<file path="src/hw/sms_defines.svh">
`ifndef SMS_DEFINES_SVH
`define SMS_DEFINES_SVH

// Byte addresses on the register bus
`define SMS_CTRL_OFS 4'h0
`define SMS_DATA_OFS 4'h4

// Control/status field positions
`define SMS_F_RATE_HI 15
`define SMS_F_RATE_LO 13
`define SMS_F_ORDER 12
`define SMS_F_ERRIE 11
`define SMS_F_FDEN 10
`define SMS_F_RXIE 9
`define SMS_F_MSTR 8
`define SMS_F_CPOL 7
`define SMS_F_CPHA 6
`define SMS_F_PEN 5
`define SMS_F_TXIE 4
`define SMS_F_RXFULL 3
`define SMS_F_OVF 2
`define SMS_F_MODE_FAULT_FLAG 1
`define SMS_F_TXEMPTY 0

// Reset values: configuration bits 15..4 and status bits 3..0 (whole word 16'h6141)
`define SMS_CFG_RESET 12'h614
`define SMS_STAT_RESET 4'h1

// Word length and per-word timing
`define SMS_WORD_BITS 5'h10
`define SMS_LAST_BIT 5'h0f
`define SMS_EDGES 6'h20

// Half SCLK period minus one, in clock cycles, per rate code
`define SMS_HALF_DIV2 3'h0
`define SMS_HALF_DIV4 3'h1
`define SMS_HALF_DIV8 3'h3
`define SMS_HALF_DIV16 3'h7

`endif

</file>
<file path="src/hw/sms_pkg.sv">
package sms_pkg;

    // Master sequencer, Gray coded along idle -> run -> done; done -> idle flips both bits
    typedef enum logic [1:0] {
        SMS_IDLE = 2'b00,
        SMS_RUN = 2'b01,
        SMS_DONE = 2'b11
    } sms_state_e;

    typedef logic [15:0] sms_word_t;

endpackage

</file>
<file path="src/hw/sms_baud_div.sv">
`timescale 1ns/1ns
`default_nettype none
`include "sms_defines.svh"
module sms_baud_div (
    input wire logic clk,
    input wire logic rst,
    input wire logic run,
    input wire logic [1:0] rateSel,
    output logic tick
);

    logic [2:0] cnt_q;
    logic [2:0] halfLast;

    // Code 10 is undefined; it is given divisor 8 so every code yields a clock
    function automatic logic [2:0] half_last(input logic [1:0] code);
        case (code)
            2'b00: half_last = `SMS_HALF_DIV2;
            2'b01: half_last = `SMS_HALF_DIV4;
            2'b10: half_last = `SMS_HALF_DIV8;
            default: half_last = `SMS_HALF_DIV16;
        endcase
    endfunction

    assign halfLast = half_last(rateSel);
    assign tick = run && (cnt_q == halfLast);

    // Restarting from zero gives the first SCLK edge a full half period of setup
    always_ff @(posedge clk) begin
        if (rst || !run || tick) begin
            cnt_q <= 3'h0;
        end else begin
            cnt_q <= cnt_q + 3'h1;
        end
    end
endmodule // sms_baud_div

`default_nettype wire

</file>
<file path="src/hw/sms_port.sv">
// Operation
// - Drive MISO only when configured slave and select is low.
// - Slave with select high leaves MISO undriven for shared slaves.
// - Master drives SCLK; slave takes SCLK as input.
// - A word takes as many SCLK cycles as it has bits.
// - A slave always takes the select pin as input.
// - Slave with select high ignores every SCLK edge, even mid-word.
// - Select changing during a transfer raises a mode fault.
// - Select pin sets mode fault only with fault detection enabled.
// - Slave with fault detection off never flags mode fault.
// - Select use depends on enable, master and fault detection settings.
// - Master SCLK is bus clock over 2, 4 or 16 by rate code.
// - Rate code resets to 011 and does nothing in slave mode.
// - Master shifts MOSI out and MISO in together.
// - Master select 0 means slave, 1 means master.
// - Master with fault detection stops a transfer when select goes low.
//
// The Avalon-MM interface to the registers was left to the implementer.
`timescale 1ns/1ns
`default_nettype none
`include "sms_defines.svh"
module sms_port (
    input wire logic clk,
    input wire logic rst,
    input wire logic [3:0] address,
    input wire logic read,
    input wire logic write,
    input wire logic [31:0] writedata,
    input wire logic [3:0] byteenable,
    output logic [31:0] readdata,
    output logic waitrequest,
    input wire logic mosiIn,
    output logic mosiOut,
    output logic mosiOe,
    input wire logic misoIn,
    output logic misoOut,
    output logic misoOe,
    input wire logic sclkIn,
    output logic sclkOut,
    output logic sclkOe,
    input wire logic selectNIn,
    output logic selectNOut,
    output logic selectNOe
);

    logic [2:0] rateSel_q;
    logic dataOrder_q;
    logic errIrqEn_q;
    logic faultDetectEn_q;
    logic rxIrqEn_q;
    logic masterSelect_q;
    logic clkPol_q;
    logic clkPha_q;
    logic portEnable_q;
    logic txIrqEn_q;
    logic rxFull_q;
    logic overflow_q;
    logic modeFaultFlag_q;
    logic txEmpty_q;
    sms_pkg::sms_word_t txBuf_q;
    sms_pkg::sms_word_t txShift_q;
    sms_pkg::sms_word_t rxShift_q;
    sms_pkg::sms_word_t rxData_q;
    logic [4:0] bitCnt_q;
    logic [5:0] edgeCnt_q;
    logic mstSclk_q;
    logic sclkPrev_q;
    logic selectPrev_q;
    sms_pkg::sms_state_e state_q;
    sms_pkg::sms_state_e state_d;
    logic tick;

    // Mode and bus decode
    logic masterMode;
    logic slaveActive;
    logic selectLow;
    logic wrOk;
    logic ctrlHit;
    logic dataHit;
    logic wrCtrl;
    logic wrData;
    logic rdData;
    logic [15:0] ctrlWord;
    logic [31:0] readdata_d;

    assign masterMode = portEnable_q && masterSelect_q;
    assign slaveActive = portEnable_q && !masterSelect_q;
    assign selectLow = !selectNIn;
    // Narrow writes are dropped rather than half-applied
    assign wrOk = write && !waitrequest && (byteenable[1:0] == 2'b11);
    assign ctrlHit = (address == `SMS_CTRL_OFS);
    assign dataHit = (address == `SMS_DATA_OFS);
    assign wrCtrl = wrOk && ctrlHit;
    assign wrData = wrOk && dataHit;
    assign rdData = read && !waitrequest && dataHit;
    assign ctrlWord = {rateSel_q, dataOrder_q, errIrqEn_q, faultDetectEn_q, rxIrqEn_q,
        masterSelect_q, clkPol_q, clkPha_q, portEnable_q, txIrqEn_q,
        rxFull_q, overflow_q, modeFaultFlag_q, txEmpty_q};
    assign readdata_d = ctrlHit ? {16'h0000, ctrlWord} :
        (dataHit ? {16'h0000, rxData_q} : 32'h0000_0000);

    // Master sequencing
    logic running;
    logic mstAbort;
    logic mstStart;
    logic mstEdge;
    logic mstLead;
    logic mstFinish;
    logic mstSampleLate_q;

    assign running = (state_q == sms_pkg::SMS_RUN);
    assign mstAbort = masterMode && faultDetectEn_q && selectLow;
    assign mstStart = masterMode && (state_q == sms_pkg::SMS_IDLE) && !txEmpty_q && !mstAbort;
    assign mstEdge = running && tick && (edgeCnt_q != `SMS_EDGES);
    assign mstLead = mstEdge && !edgeCnt_q[0];
    assign mstFinish = running && tick && (edgeCnt_q == `SMS_EDGES);

    // Slave edge detection; pins are synchronous to clk
    logic sclkRise;
    logic sclkFall;
    logic slvEdge;
    logic slvLead;
    logic selectChange;
    logic slvStart;
    logic slvAbort;

    assign sclkRise = sclkIn && !sclkPrev_q;
    assign sclkFall = !sclkIn && sclkPrev_q;
    assign slvEdge = slaveActive && selectLow && (sclkRise || sclkFall);
    assign slvLead = slvEdge && (clkPol_q ? sclkFall : sclkRise);
    assign selectChange = selectNIn ^ selectPrev_q;
    assign slvStart = slaveActive && selectLow && selectPrev_q;
    assign slvAbort = slaveActive && selectNIn && (bitCnt_q != 5'h00);

    // Shared shifter; CPHA 0 samples on the leading edge, CPHA 1 on the trailing
    logic anyEdge;
    logic leadEdge;
    logic sampleNow;
    logic shiftNow;
    logic inBit;
    logic outBit;
    logic slvDone;
    logic xferDone;
    logic loadNow;
    logic modeFaultSet;
    sms_pkg::sms_word_t rxNext;
    sms_pkg::sms_word_t rxWord;
    sms_pkg::sms_word_t txNext;

    assign anyEdge = mstEdge || slvEdge;
    assign leadEdge = mstLead || slvLead;
    // SCLK reaches the pin a cycle after the sequencer edge, so the master samples a cycle late
    assign sampleNow = mstSampleLate_q || (slvEdge && (slvLead ^ clkPha_q));
    // The first CPHA 1 leading edge presents the loaded bit instead of shifting
    assign shiftNow = anyEdge && !(leadEdge ^ clkPha_q)
        && (masterMode ? (edgeCnt_q != 6'h00) : (bitCnt_q != 5'h00));
    assign inBit = masterMode ? misoIn : mosiIn;
    assign outBit = dataOrder_q ? txShift_q[0] : txShift_q[15];
    assign rxNext = dataOrder_q ? {inBit, rxShift_q[15:1]} : {rxShift_q[14:0], inBit};
    assign txNext = dataOrder_q ? {1'b0, txShift_q[15:1]} : {txShift_q[14:0], 1'b0};
    assign slvDone = slaveActive && sampleNow && (bitCnt_q == `SMS_LAST_BIT);
    assign xferDone = slvDone || (state_q == sms_pkg::SMS_DONE);
    assign rxWord = slvDone ? rxNext : rxShift_q;
    assign loadNow = mstStart || (slaveActive && (slvStart || slvDone));
    assign modeFaultSet = faultDetectEn_q && ((masterMode && selectLow)
        || (slaveActive && selectChange && (bitCnt_q != 5'h00)));

    sms_baud_div u_div (
        .clk(clk),
        .rst(rst),
        .run(running),
        .rateSel(rateSel_q[1:0]),
        .tick(tick)
    );

    always_ff @(posedge clk) begin
        if (rst) begin
            {rateSel_q, dataOrder_q, errIrqEn_q, faultDetectEn_q, rxIrqEn_q, masterSelect_q,
                clkPol_q, clkPha_q, portEnable_q, txIrqEn_q} <= `SMS_CFG_RESET;
        end else if (wrCtrl) begin
            {rateSel_q, dataOrder_q, errIrqEn_q, faultDetectEn_q, rxIrqEn_q, masterSelect_q,
                clkPol_q, clkPha_q, portEnable_q, txIrqEn_q} <= writedata[15:4];
        end
    end

    // Hardware set wins over a clear in the same cycle, except that a wrData clear of txEmpty_q wins over the loadNow set
    always_ff @(posedge clk) begin
        if (rst) begin
            {rxFull_q, overflow_q, modeFaultFlag_q, txEmpty_q} <= `SMS_STAT_RESET;
        end else begin
            if (xferDone) begin
                rxFull_q <= 1'b1;
            end else if (rdData) begin
                rxFull_q <= 1'b0;
            end
            if (xferDone && rxFull_q && !rdData) begin
                overflow_q <= 1'b1;
            end else if (wrCtrl && writedata[`SMS_F_OVF]) begin
                overflow_q <= 1'b0;
            end
            if (modeFaultSet) begin
                modeFaultFlag_q <= 1'b1;
            end else if (wrCtrl && writedata[`SMS_F_MODE_FAULT_FLAG]) begin
                modeFaultFlag_q <= 1'b0;
            end
            if (wrData) begin
                txEmpty_q <= 1'b0;
            end else if (loadNow) begin
                txEmpty_q <= 1'b1;
            end
        end
    end

    always_ff @(posedge clk) begin
        if (rst) begin
            txBuf_q <= 16'h0000;
            rxData_q <= 16'h0000;
        end else begin
            if (wrData) begin
                txBuf_q <= writedata[15:0];
            end
            if (xferDone) begin
                rxData_q <= rxWord;
            end
        end
    end

    always_ff @(posedge clk) begin
        if (rst) begin
            txShift_q <= 16'h0000;
            rxShift_q <= 16'h0000;
            bitCnt_q <= 5'h00;
        end else if (mstAbort || slvAbort || !portEnable_q) begin
            bitCnt_q <= 5'h00;
        end else if (loadNow) begin
            txShift_q <= txBuf_q;
            bitCnt_q <= 5'h00;
        end else begin
            if (sampleNow) begin
                rxShift_q <= rxNext;
                bitCnt_q <= bitCnt_q + 5'h01;
            end
            if (shiftNow) begin
                txShift_q <= txNext;
            end
        end
    end

    always_comb begin
        state_d = state_q;
        case (state_q)
            sms_pkg::SMS_IDLE: begin
                if (mstStart) begin
                    state_d = sms_pkg::SMS_RUN;
                end
            end
            sms_pkg::SMS_RUN: begin
                if (mstFinish) begin
                    state_d = sms_pkg::SMS_DONE;
                end
            end
            sms_pkg::SMS_DONE: begin
                state_d = sms_pkg::SMS_IDLE;
            end
            default: begin
                state_d = sms_pkg::SMS_IDLE;
            end
        endcase
        if (mstAbort || !masterMode) begin
            state_d = sms_pkg::SMS_IDLE;
        end
    end

    always_ff @(posedge clk) begin
        if (rst) begin
            state_q <= sms_pkg::SMS_IDLE;
            edgeCnt_q <= 6'h00;
            mstSclk_q <= 1'b0;
            mstSampleLate_q <= 1'b0;
        end else begin
            state_q <= state_d;
            edgeCnt_q <= (!running) ? 6'h00 : (mstEdge ? edgeCnt_q + 6'h01 : edgeCnt_q);
            mstSclk_q <= (!running) ? clkPol_q : (mstEdge ? !mstSclk_q : mstSclk_q);
            mstSampleLate_q <= mstEdge && !mstAbort && (mstLead ^ clkPha_q);
        end
    end

    // Pins are registered; a fault also drops the master drivers to avoid contention
    always_ff @(posedge clk) begin
        if (rst) begin
            sclkPrev_q <= 1'b0;
            selectPrev_q <= 1'b1;
            mosiOut <= 1'b0;
            mosiOe <= 1'b0;
            misoOut <= 1'b0;
            misoOe <= 1'b0;
            sclkOut <= 1'b0;
            sclkOe <= 1'b0;
            selectNOut <= 1'b1;
            selectNOe <= 1'b0;
        end else begin
            sclkPrev_q <= sclkIn;
            selectPrev_q <= selectNIn;
            mosiOut <= outBit;
            mosiOe <= masterMode && !modeFaultFlag_q;
            misoOut <= outBit;
            misoOe <= slaveActive && selectLow;
            sclkOut <= mstSclk_q;
            sclkOe <= masterMode && !modeFaultFlag_q;
            selectNOut <= !running;
            selectNOe <= masterMode && !faultDetectEn_q;
        end
    end

    // One wait state on every access
    always_ff @(posedge clk) begin
        if (rst) begin
            waitrequest <= 1'b1;
            readdata <= 32'h0000_0000;
        end else begin
            waitrequest <= !((read || write) && waitrequest);
            readdata <= readdata_d;
        end
    end
endmodule // sms_port

`default_nettype wire

</file>
<file path="config.mk">
export PLATFORM = sky130hd
export DESIGN_NAME = sms_port
export DESIGN_NICKNAME = d
export VERILOG_FILES = /design/src/hw/sms_pkg.sv /design/src/hw/sms_baud_div.sv /design/src/hw/sms_port.sv
export VERILOG_INCLUDE_DIRS = /design/src /design/src/hw
export SDC_FILE = /design/constraint.sdc
export NUM_CORES = 1
export LEC_CHECK = 0
export BUFFER_PORTS_ARGS = -buffer_cell sky130_fd_sc_hd__buf_2
export CORE_AREA = 10 10 132 110
export CTS_BUF_LIST = sky130_fd_sc_hd__clkbuf_4 sky130_fd_sc_hd__clkbuf_8
export CTS_CLUSTER_SIZE = 16
export DETAILED_ROUTE_END_ITERATION = 10
export DIE_AREA = 0 0 142 120
export GPL_ROUTABILITY_DRIVEN = 0
export GPL_TIMING_DRIVEN = 0
export PLACE_DENSITY = 0.71
export SLEW_MARGIN = 40
export SYNTH_ARGS = -nofsm -noshare
export SYNTH_HDL_FRONTEND = slang
export SYNTH_SLANG_ARGS = --single-unit
</file>
<file path="constraint.sdc">
create_clock -name clk -period 2.4 [get_ports clk]
set_input_delay 0.24 -clock clk [delete_from_list [all_inputs] [get_ports clk]]
set_output_delay 0.24 -clock clk [all_outputs]
set_load 0.01 [all_outputs]
</file>
---- Word level (Yosys, flattened, before mapping) ----
Index checks and enable logic that the tools add are counted.
storage, ports and cells
  register bits after elaboration ......... 139
  output and inout port bits .............. 41
  input bits .............................. 48
cells by class
  bitwise operators ....................... 7
  equality and inequality tests ........... 13
  $add $sub $neg .......................... 3
  reductions and logical operators ........ 93
  multiplexer cells ....................... 25
operators with widths
  operator                                       count
  2-to-1 mux 16 bit                              7
  logical AND 1 bit                              45
  zero test 1 bit                                17
  logical OR 1 bit                               14
  2-to-1 mux 1 bit                               14
  nonzero test 2 bit                             5
  case mux 3 bit (3 select lines)                1
  adder 6 x 1 -> 6 bit, second input constant    1
  == test 2 bit, second input constant           3
  == test 6 bit, second input constant           1
  != test 6 bit, second input constant           1
  nonzero test 6 bit                             1
  OR reduction 2 bit                             3
  adder 5 x 1 -> 5 bit, second input constant    1
  == test 5 x 4 -> 1 bit, second input constant  1
  nonzero test 5 bit                             1
  == test 2 x 1 -> 1 bit, second input constant  2
  == test 4 x 3 -> 1 bit, second input constant  1
  zero test 2 bit                                2
  zero test 4 bit                                1
  2-to-1 mux 2 bit                               2
  != test 2 x 1 -> 1 bit, second input constant  2
  case mux 2 bit (2 select lines)                1
  AND reduction 2 bit                            2
  7 further kinds                                12

---- Longest topological paths before layout ----
  word-level depth ........................ 15
  depth in mapped cells ................... 10
  gate-level depth less buffers ........... 8

---- Cells and area by module ----
Synthesis repeated with hierarchy kept, for this count alone.
unflattened totals
  cells, all modules ...................... 639
  area total of the unflattened synthesis .. 5768.0 um^2
by module, submodules not included
  module        area an instance (um^2)  cells each  times used
  sms_port      5597.9                   622         1
  sms_baud_div  170.2                    17          1

---- Worst setup path after synthesis ----
Ideal clock, no wire load.
  kind .................................... register to register
  start point ............................. register edgeCnt_q[0]
  end point ............................... register txShift_q[10]
  cell stages (with the launch flop) ...... 11
  slack ................................... -122 ps
  library setup time ...................... 72 ps
  required time ........................... 2328 ps
  data arrival time ....................... 2451 ps
  period minus slack after synthesis ...... 2522 ps
  cell sequence ........................... dfxtp_1 inv_1 ha_1 nor4b_1 and2_1 a2111o_1 buf_6 or3_4 a31oi_4 buf_12 mux2i_1
on the way
  longest elaborated chain between the ends .. 10
  elaborated cells on any way between the ends .. 14
ends and longest elaborated chain
  what                             RTL line         RTL
  from (decl)                      sms_port.sv:65   logic [5:0] edgeCnt_q;
  from (signal assigned)           sms_port.sv:282  edgeCnt_q <= (!running) ? 6'h00 : (mstEdge ? edgeCnt_q + 6'h01 : edgeCnt_q);
  != test 6 bit (no line)          -
  logical AND 1 bit                sms_port.sv:114  assign mstEdge = running && tick && (edgeCnt_q != `SMS_EDGES);
  logical AND 1 bit                sms_port.sv:115  assign mstLead = mstEdge && !edgeCnt_q[0];
  logical OR 1 bit                 sms_port.sv:151  assign leadEdge = mstLead || slvLead;
  XOR 1 bit                        sms_port.sv:155  assign shiftNow = anyEdge && !(leadEdge ^ clkPha_q)
  zero test 1 bit                  sms_port.sv:155
  logical AND 1 bit                sms_port.sv:155
  logical AND 1 bit *              sms_port.sv:156  && (masterMode ? (edgeCnt_q != 6'h00) : (bitCnt_q != 5'h00));
  nonzero test 2 bit (no line) *   -
  AND reduction 2 bit (no line) *  -
  to (signal assigned)             sms_port.sv:236  txShift_q <= txBuf_q;
  to (signal assigned)             sms_port.sv:244  txShift_q <= txNext;
  to (decl)                        sms_port.sv:61   sms_pkg::sms_word_t txShift_q;
Mark *: on every way between the ends. The rest lies on a longest branch, timed or not.
A chain may end at the register's enable or synchronous reset.

---- Final worst setup path ----
  start point ............................. register rateSel_q[0]
  end point ............................... register txShift_q[1]
on the way
  longest elaborated chain between the ends .. 14
  elaborated cells on any way between the ends .. 17
ends and longest elaborated chain
  what                                   RTL line            RTL
  from (decl)                            sms_port.sv:46      logic [2:0] rateSel_q;
  == test 2 bit (tied with other cells)  sms_baud_div.sv:17  case (code)
  case mux 3 bit (3 select lines) *      sms_baud_div.sv:17
  == test 3 bit *                        sms_baud_div.sv:26  assign tick = run && (cnt_q == halfLast);
  logical AND 1 bit *                    sms_baud_div.sv:26
  logical AND 1 bit * (2 in a row)       sms_port.sv:114
  logical AND 1 bit                      sms_port.sv:115
  logical OR 1 bit                       sms_port.sv:151
  XOR 1 bit                              sms_port.sv:155
  zero test 1 bit                        sms_port.sv:155
  logical AND 1 bit *                    sms_port.sv:155
  logical AND 1 bit *                    sms_port.sv:156
  nonzero test 2 bit (no line) *         -
  AND reduction 2 bit (no line) *        -
Marks and branches as above.

==> summary.txt <==
=============================================================================
Simple-gate share of the synthesized area                               17.8%
Final ANT Viol Nets                                                         0
Crit. End Element                                                   flip-flop
Number of fill cells in the layout                                       1033
Critical setup path kind                                           reg -> reg
Clock period minus final worst setup slack                            2.51 ns
Sum of internal, switching and leakage power                          4.30 mW
Crit path buffers/inverters                                                 4
Insertion delay to the later sink of the worst-skew pair              0.45 ns
Switching fraction of total power                                       21.2%
CTS tree                                                                built
Synth Warn #                                                                0
Kind of path behind the tightest hold check                         in -> reg
Number of placed instances, taps included                                 858
Proportion of layout cells with a drive suffix above 1                  26.0%
Unrepaired setup endpoints after global routing                          true
Met2 demand-to-capacity share in global routing                         29.2%
Horizontal die dimension                                               142 um
Residual overflow from global routing                                       0
1st-iter DRT viols                                                        383
Met1 track demand over resource in global routing                       22.7%
Syn Area/Cell                                                      8.77 sq um
Maximum vdd ir drop                                                  0.371 mV
Share of synthesized area occupied by flip-flops and latches            44.0%
Via/cell ratio                                                           5.49
Top-Level Pins                                                             89
Via count                                                                5014
Status                                                           finished with violations
Multiplexer area fraction after synthesis                               11.9%
Non-Filler Instances                                                      914
Pint                                                                  3.38 mW
Maximum number of pins on one net before global-route repair               17
Routed WL                                                             15.9 mm
Top fanout value on the critical path                                       4
Setup slack at placement                                            -0.712 ns
Arr. time, crit path                                                  2.89 ns
Violations in the final reports                                  setup timing
Leading register cell type out of synthesis                           dfxtp_1
Via count of the first global-routing pass                               4977
Initial Utilization                                                     47.0%
Logic pwr share                                                          3.6%
Sw Pwr                                                                 913 uW
Largest family of logic cells by synthesized area                simple AND/OR/NAND/NOR gates
Number of sinks on the clock net                                          123
Power density normalized to cell area                             614 nW/um^2
Maximum capacitance violations                                              0
Port-buffer cells                                                          53
Worst-path cell chain                                            inv_2, a2111o_1, a2111o_1, buf_6, or3_4, a31oi_4, buf_6, buf_6, mux2i_1
Number of clock buffers inserted by TritonCTS                              17
Count of standard-cell rows                                                36
First-pass GRT wire length                                            25.2 mm
EDFF count, synth                                                           0
HPWL after detailed placement                                         11.1 mm
Buffers from clock root to sink, at most                                    2
Busiest layer in global routing                                          met2
Kind of start point of the critical path                            flip-flop
Cell area after placement                                          6120 sq um
Most used cell along the critical path                                  buf_6
Transition time at the pin with the least slew margin                0.818 ns
FFs w/ async S/R, synth                                                    0%
DIE HEIGHT                                                             120 um
Root Buffer Master                                                   clkbuf_8
Fin area                                                           7000 sq um
Length of the first detailed-routing pass in iterations                     6
Final-stage net count                                                     807
Total inserted antenna cells                                                0
Final clock period utilization by the worst path                         105%
Synthesized-area fraction occupied by xor and xnor cells                1.57%
Total Die Area                                                    17000 sq um
Synthesis-to-layout area growth                                         25.1%
Clk network pwr share                                                   48.8%
Fmax                                                                  398 MHz
Total leakage power                                                   2.77 nW
Flops & latches, synth                                                    123
DRC violation count after routing                                           0
Clock-pin transition on the worst setup and hold timing paths         0.07 ns
CTS HTree Levels                                                            4
Smallest hold slack                                                 0.0122 ns
Final setup vio count                                                      16
Pins over their slew limit                                                  0
Dominant delay contributor by cell family on the critical path   compound AO/OA/AOI/OAI gates
Seq pwr share                                                           47.7%
Initial antenna violation count                                             0
Slowest cell on the critical path                                    a2111o_1
Count of endpoints failing hold in the final timing report                  0
Largest stage delay on the critical path                              0.49 ns
Combined global-route utilization of all metal layers                   18.3%
Count of different cell masters after synthesis                            54
Met3 GRT Util                                                           5.72%
Final setup margin                                                  -0.114 ns
Cell Area, Synth                                                   5590 sq um
Required time at the endpoint of the critical path                    2.77 ns
Post-DR wirelength/cell                                               17.4 um
Slew Limit Headroom                                                     45.4%
Adder-cell share of the synthesized area                                1.79%
Synth Instances                                                           638
Core region area                                                  11900 sq um
Compound-gate portion of the synthesized area                           16.1%
Final Skew                                                          0.0113 ns
=============================================================================
power groups by stage:
stage               Combinational, mW  Clock, mW  Sequential, mW
floorplan                      0.0804          0            2.09
global placement                0.140          0            2.09
detailed placement              0.142          0            2.09
CTS                             0.147       2.10            2.05
global route                    0.166       2.21            2.05
finish                          0.153       2.09            2.05
cell usage after synthesis, drive strengths merged, types with 2 or more instances:
cell    number  area share (%)
and2         4            0.45
nor4         2            0.22
a2111o       2            0.40
ha           8             1.8
xnor2        8             1.3
nor2        57             3.8
o21a         2            0.27
mux2        13             2.6
o211ai       7            0.94
a31oi        2            0.49
nand2b       4            0.45
or3          4            0.54
nor3         4            0.36
and3         3            0.34
inv         13            0.87
a211o       14             2.2
nand2      104             7.0
or2         16             1.8
nor2b        6            0.67
clkbuf      37             2.5
buf         24             3.3
a211oi      17             2.3
nor4b        3            0.47
a311oi       3            0.47
nand3        9            0.81
dfxtp      123              44
xor2         2            0.31
a22oi       16             2.1
mux2i       52             9.3
a21oi       60             5.4
o21ai        4            0.36
final timing paths:
path | slack (ns) | startpoint | depth (start not counted) | end
worst max-delay path | -0.11 | rateSel_q[0] | 9 | txShift_q[1]
worst min-delay path | 0.01 | write | 2 | waitrequest
worst max register to register | -0.11 | rateSel_q[0] | 9 | txShift_q[1]
worst min register to register | 0.45 | waitrequest | 1 | waitrequest
final cells by class:
| type | instances | area (sq um) | area share, % |
|---|---|---|---|
| clock inverter | 7 | 135 | 1.93 |
| timing repair buffer | 80 | 524 | 7.49 |
| inverter | 14 | 52.6 | 0.751 |
| tap | 152 | 190 | 2.72 |
| sequential | 123 | 2470 | 35.4 |
| buffer | 60 | 352 | 5.03 |
| clock buffer | 23 | 317 | 4.53 |
| multi-input combinational | 455 | 2950 | 42.2 |
timing repair:
| item | in CTS | in global routing |
|---|---|---|
| cloned | 1 | 2 |
| pin swaps | 6 | 9 |
| resized for setup | 31 | 26 |
| endpoints found under the setup margin | 50 | 45 |
| hold buffers | 1 | 0 |
| buffers inserted | 16 | 8 |
| endpoints found under the hold margin | 1 | 0 |
worst register-to-register path: stages (launching register included):
cell and delay, ns:
dfxtp_2 0.34, inv_2 0.04, a2111o_1 0.42, a2111o_1 0.49, buf_6 0.15, or3_4 0.33, a31oi_4 0.25, buf_6 0.15
buf_6 0.10, mux2i_1 0.18
stage by stage:
| step | setup TNS (ns) | utilization [%] |
|---|---|---|
| finish | -1.09 | 58.8 |
| global placement | -20.30 | 51.4 |
| CTS | -0.744 | 57.5 |
| floorplan | -0.00147 | - |
| detailed placement | -20.72 | 51.5 |
| global route | -2.24 | 58.8 |
cells by family after synthesis:
group / after synthesis
AOI/OAI and AO/OA: 134
xor gates and xnor gates: 10
adders and majority gates: 8
buffers and inverters: 75
DFF: 123
muxes: 65
other: 1
and+or+nand+nor: 222
routing by layer:
metal  routed length [um]  part of all wire (%)  vias to the layer above
met1                 7090                    44                     2411
li1                     -                     -                     2405
met5                    0                     0                        -
met2                 7590                    48                      175
met3                 1070                   6.7                       23
met4                  193                   1.2                        0
flip-flops by register name, indices dropped and copies added (netlist names), 2 cells and up:
| name | count |
|---|---|
| rxShift_q | 16 |
| rxData_q | 16 |
| bitCnt_q | 5 |
| txShift_q | 16 |
| u_div.cnt_q | 3 |
| rateSel_q | 3 |
| txBuf_q | 16 |
| edgeCnt_q | 6 |
| state_q | 2 |
| readdata | 16 |
layout by cell type (no fill, tap or decap), types with 4 or more instances in the layout:
master	netlist	final
dfxtp_1	123	116
nand2_1	104	103
a21oi_1	60	58
nor2_1	57	57
buf_2	3	53
mux2i_1	52	52
buf_4	18	37
clkbuf_1	37	29
clkbuf_8	0	23
a22oi_1	16	16
or2_2	16	16
conb_1	1	16
a211oi_1	17	14
a211o_1	14	14
mux2_2	13	13
inv_1	12	11
nand3_1	9	9
xnor2_1	8	8
buf_6	1	8
o211ai_1	7	7
nor2b_1	6	6
dfxtp_2	0	6
clkbuf_2	0	5
ha_1	8	5
o21ai_0	4	4
nor3_1	4	4
bufinv_16	0	4
Power figures use the tool's default switching activity.
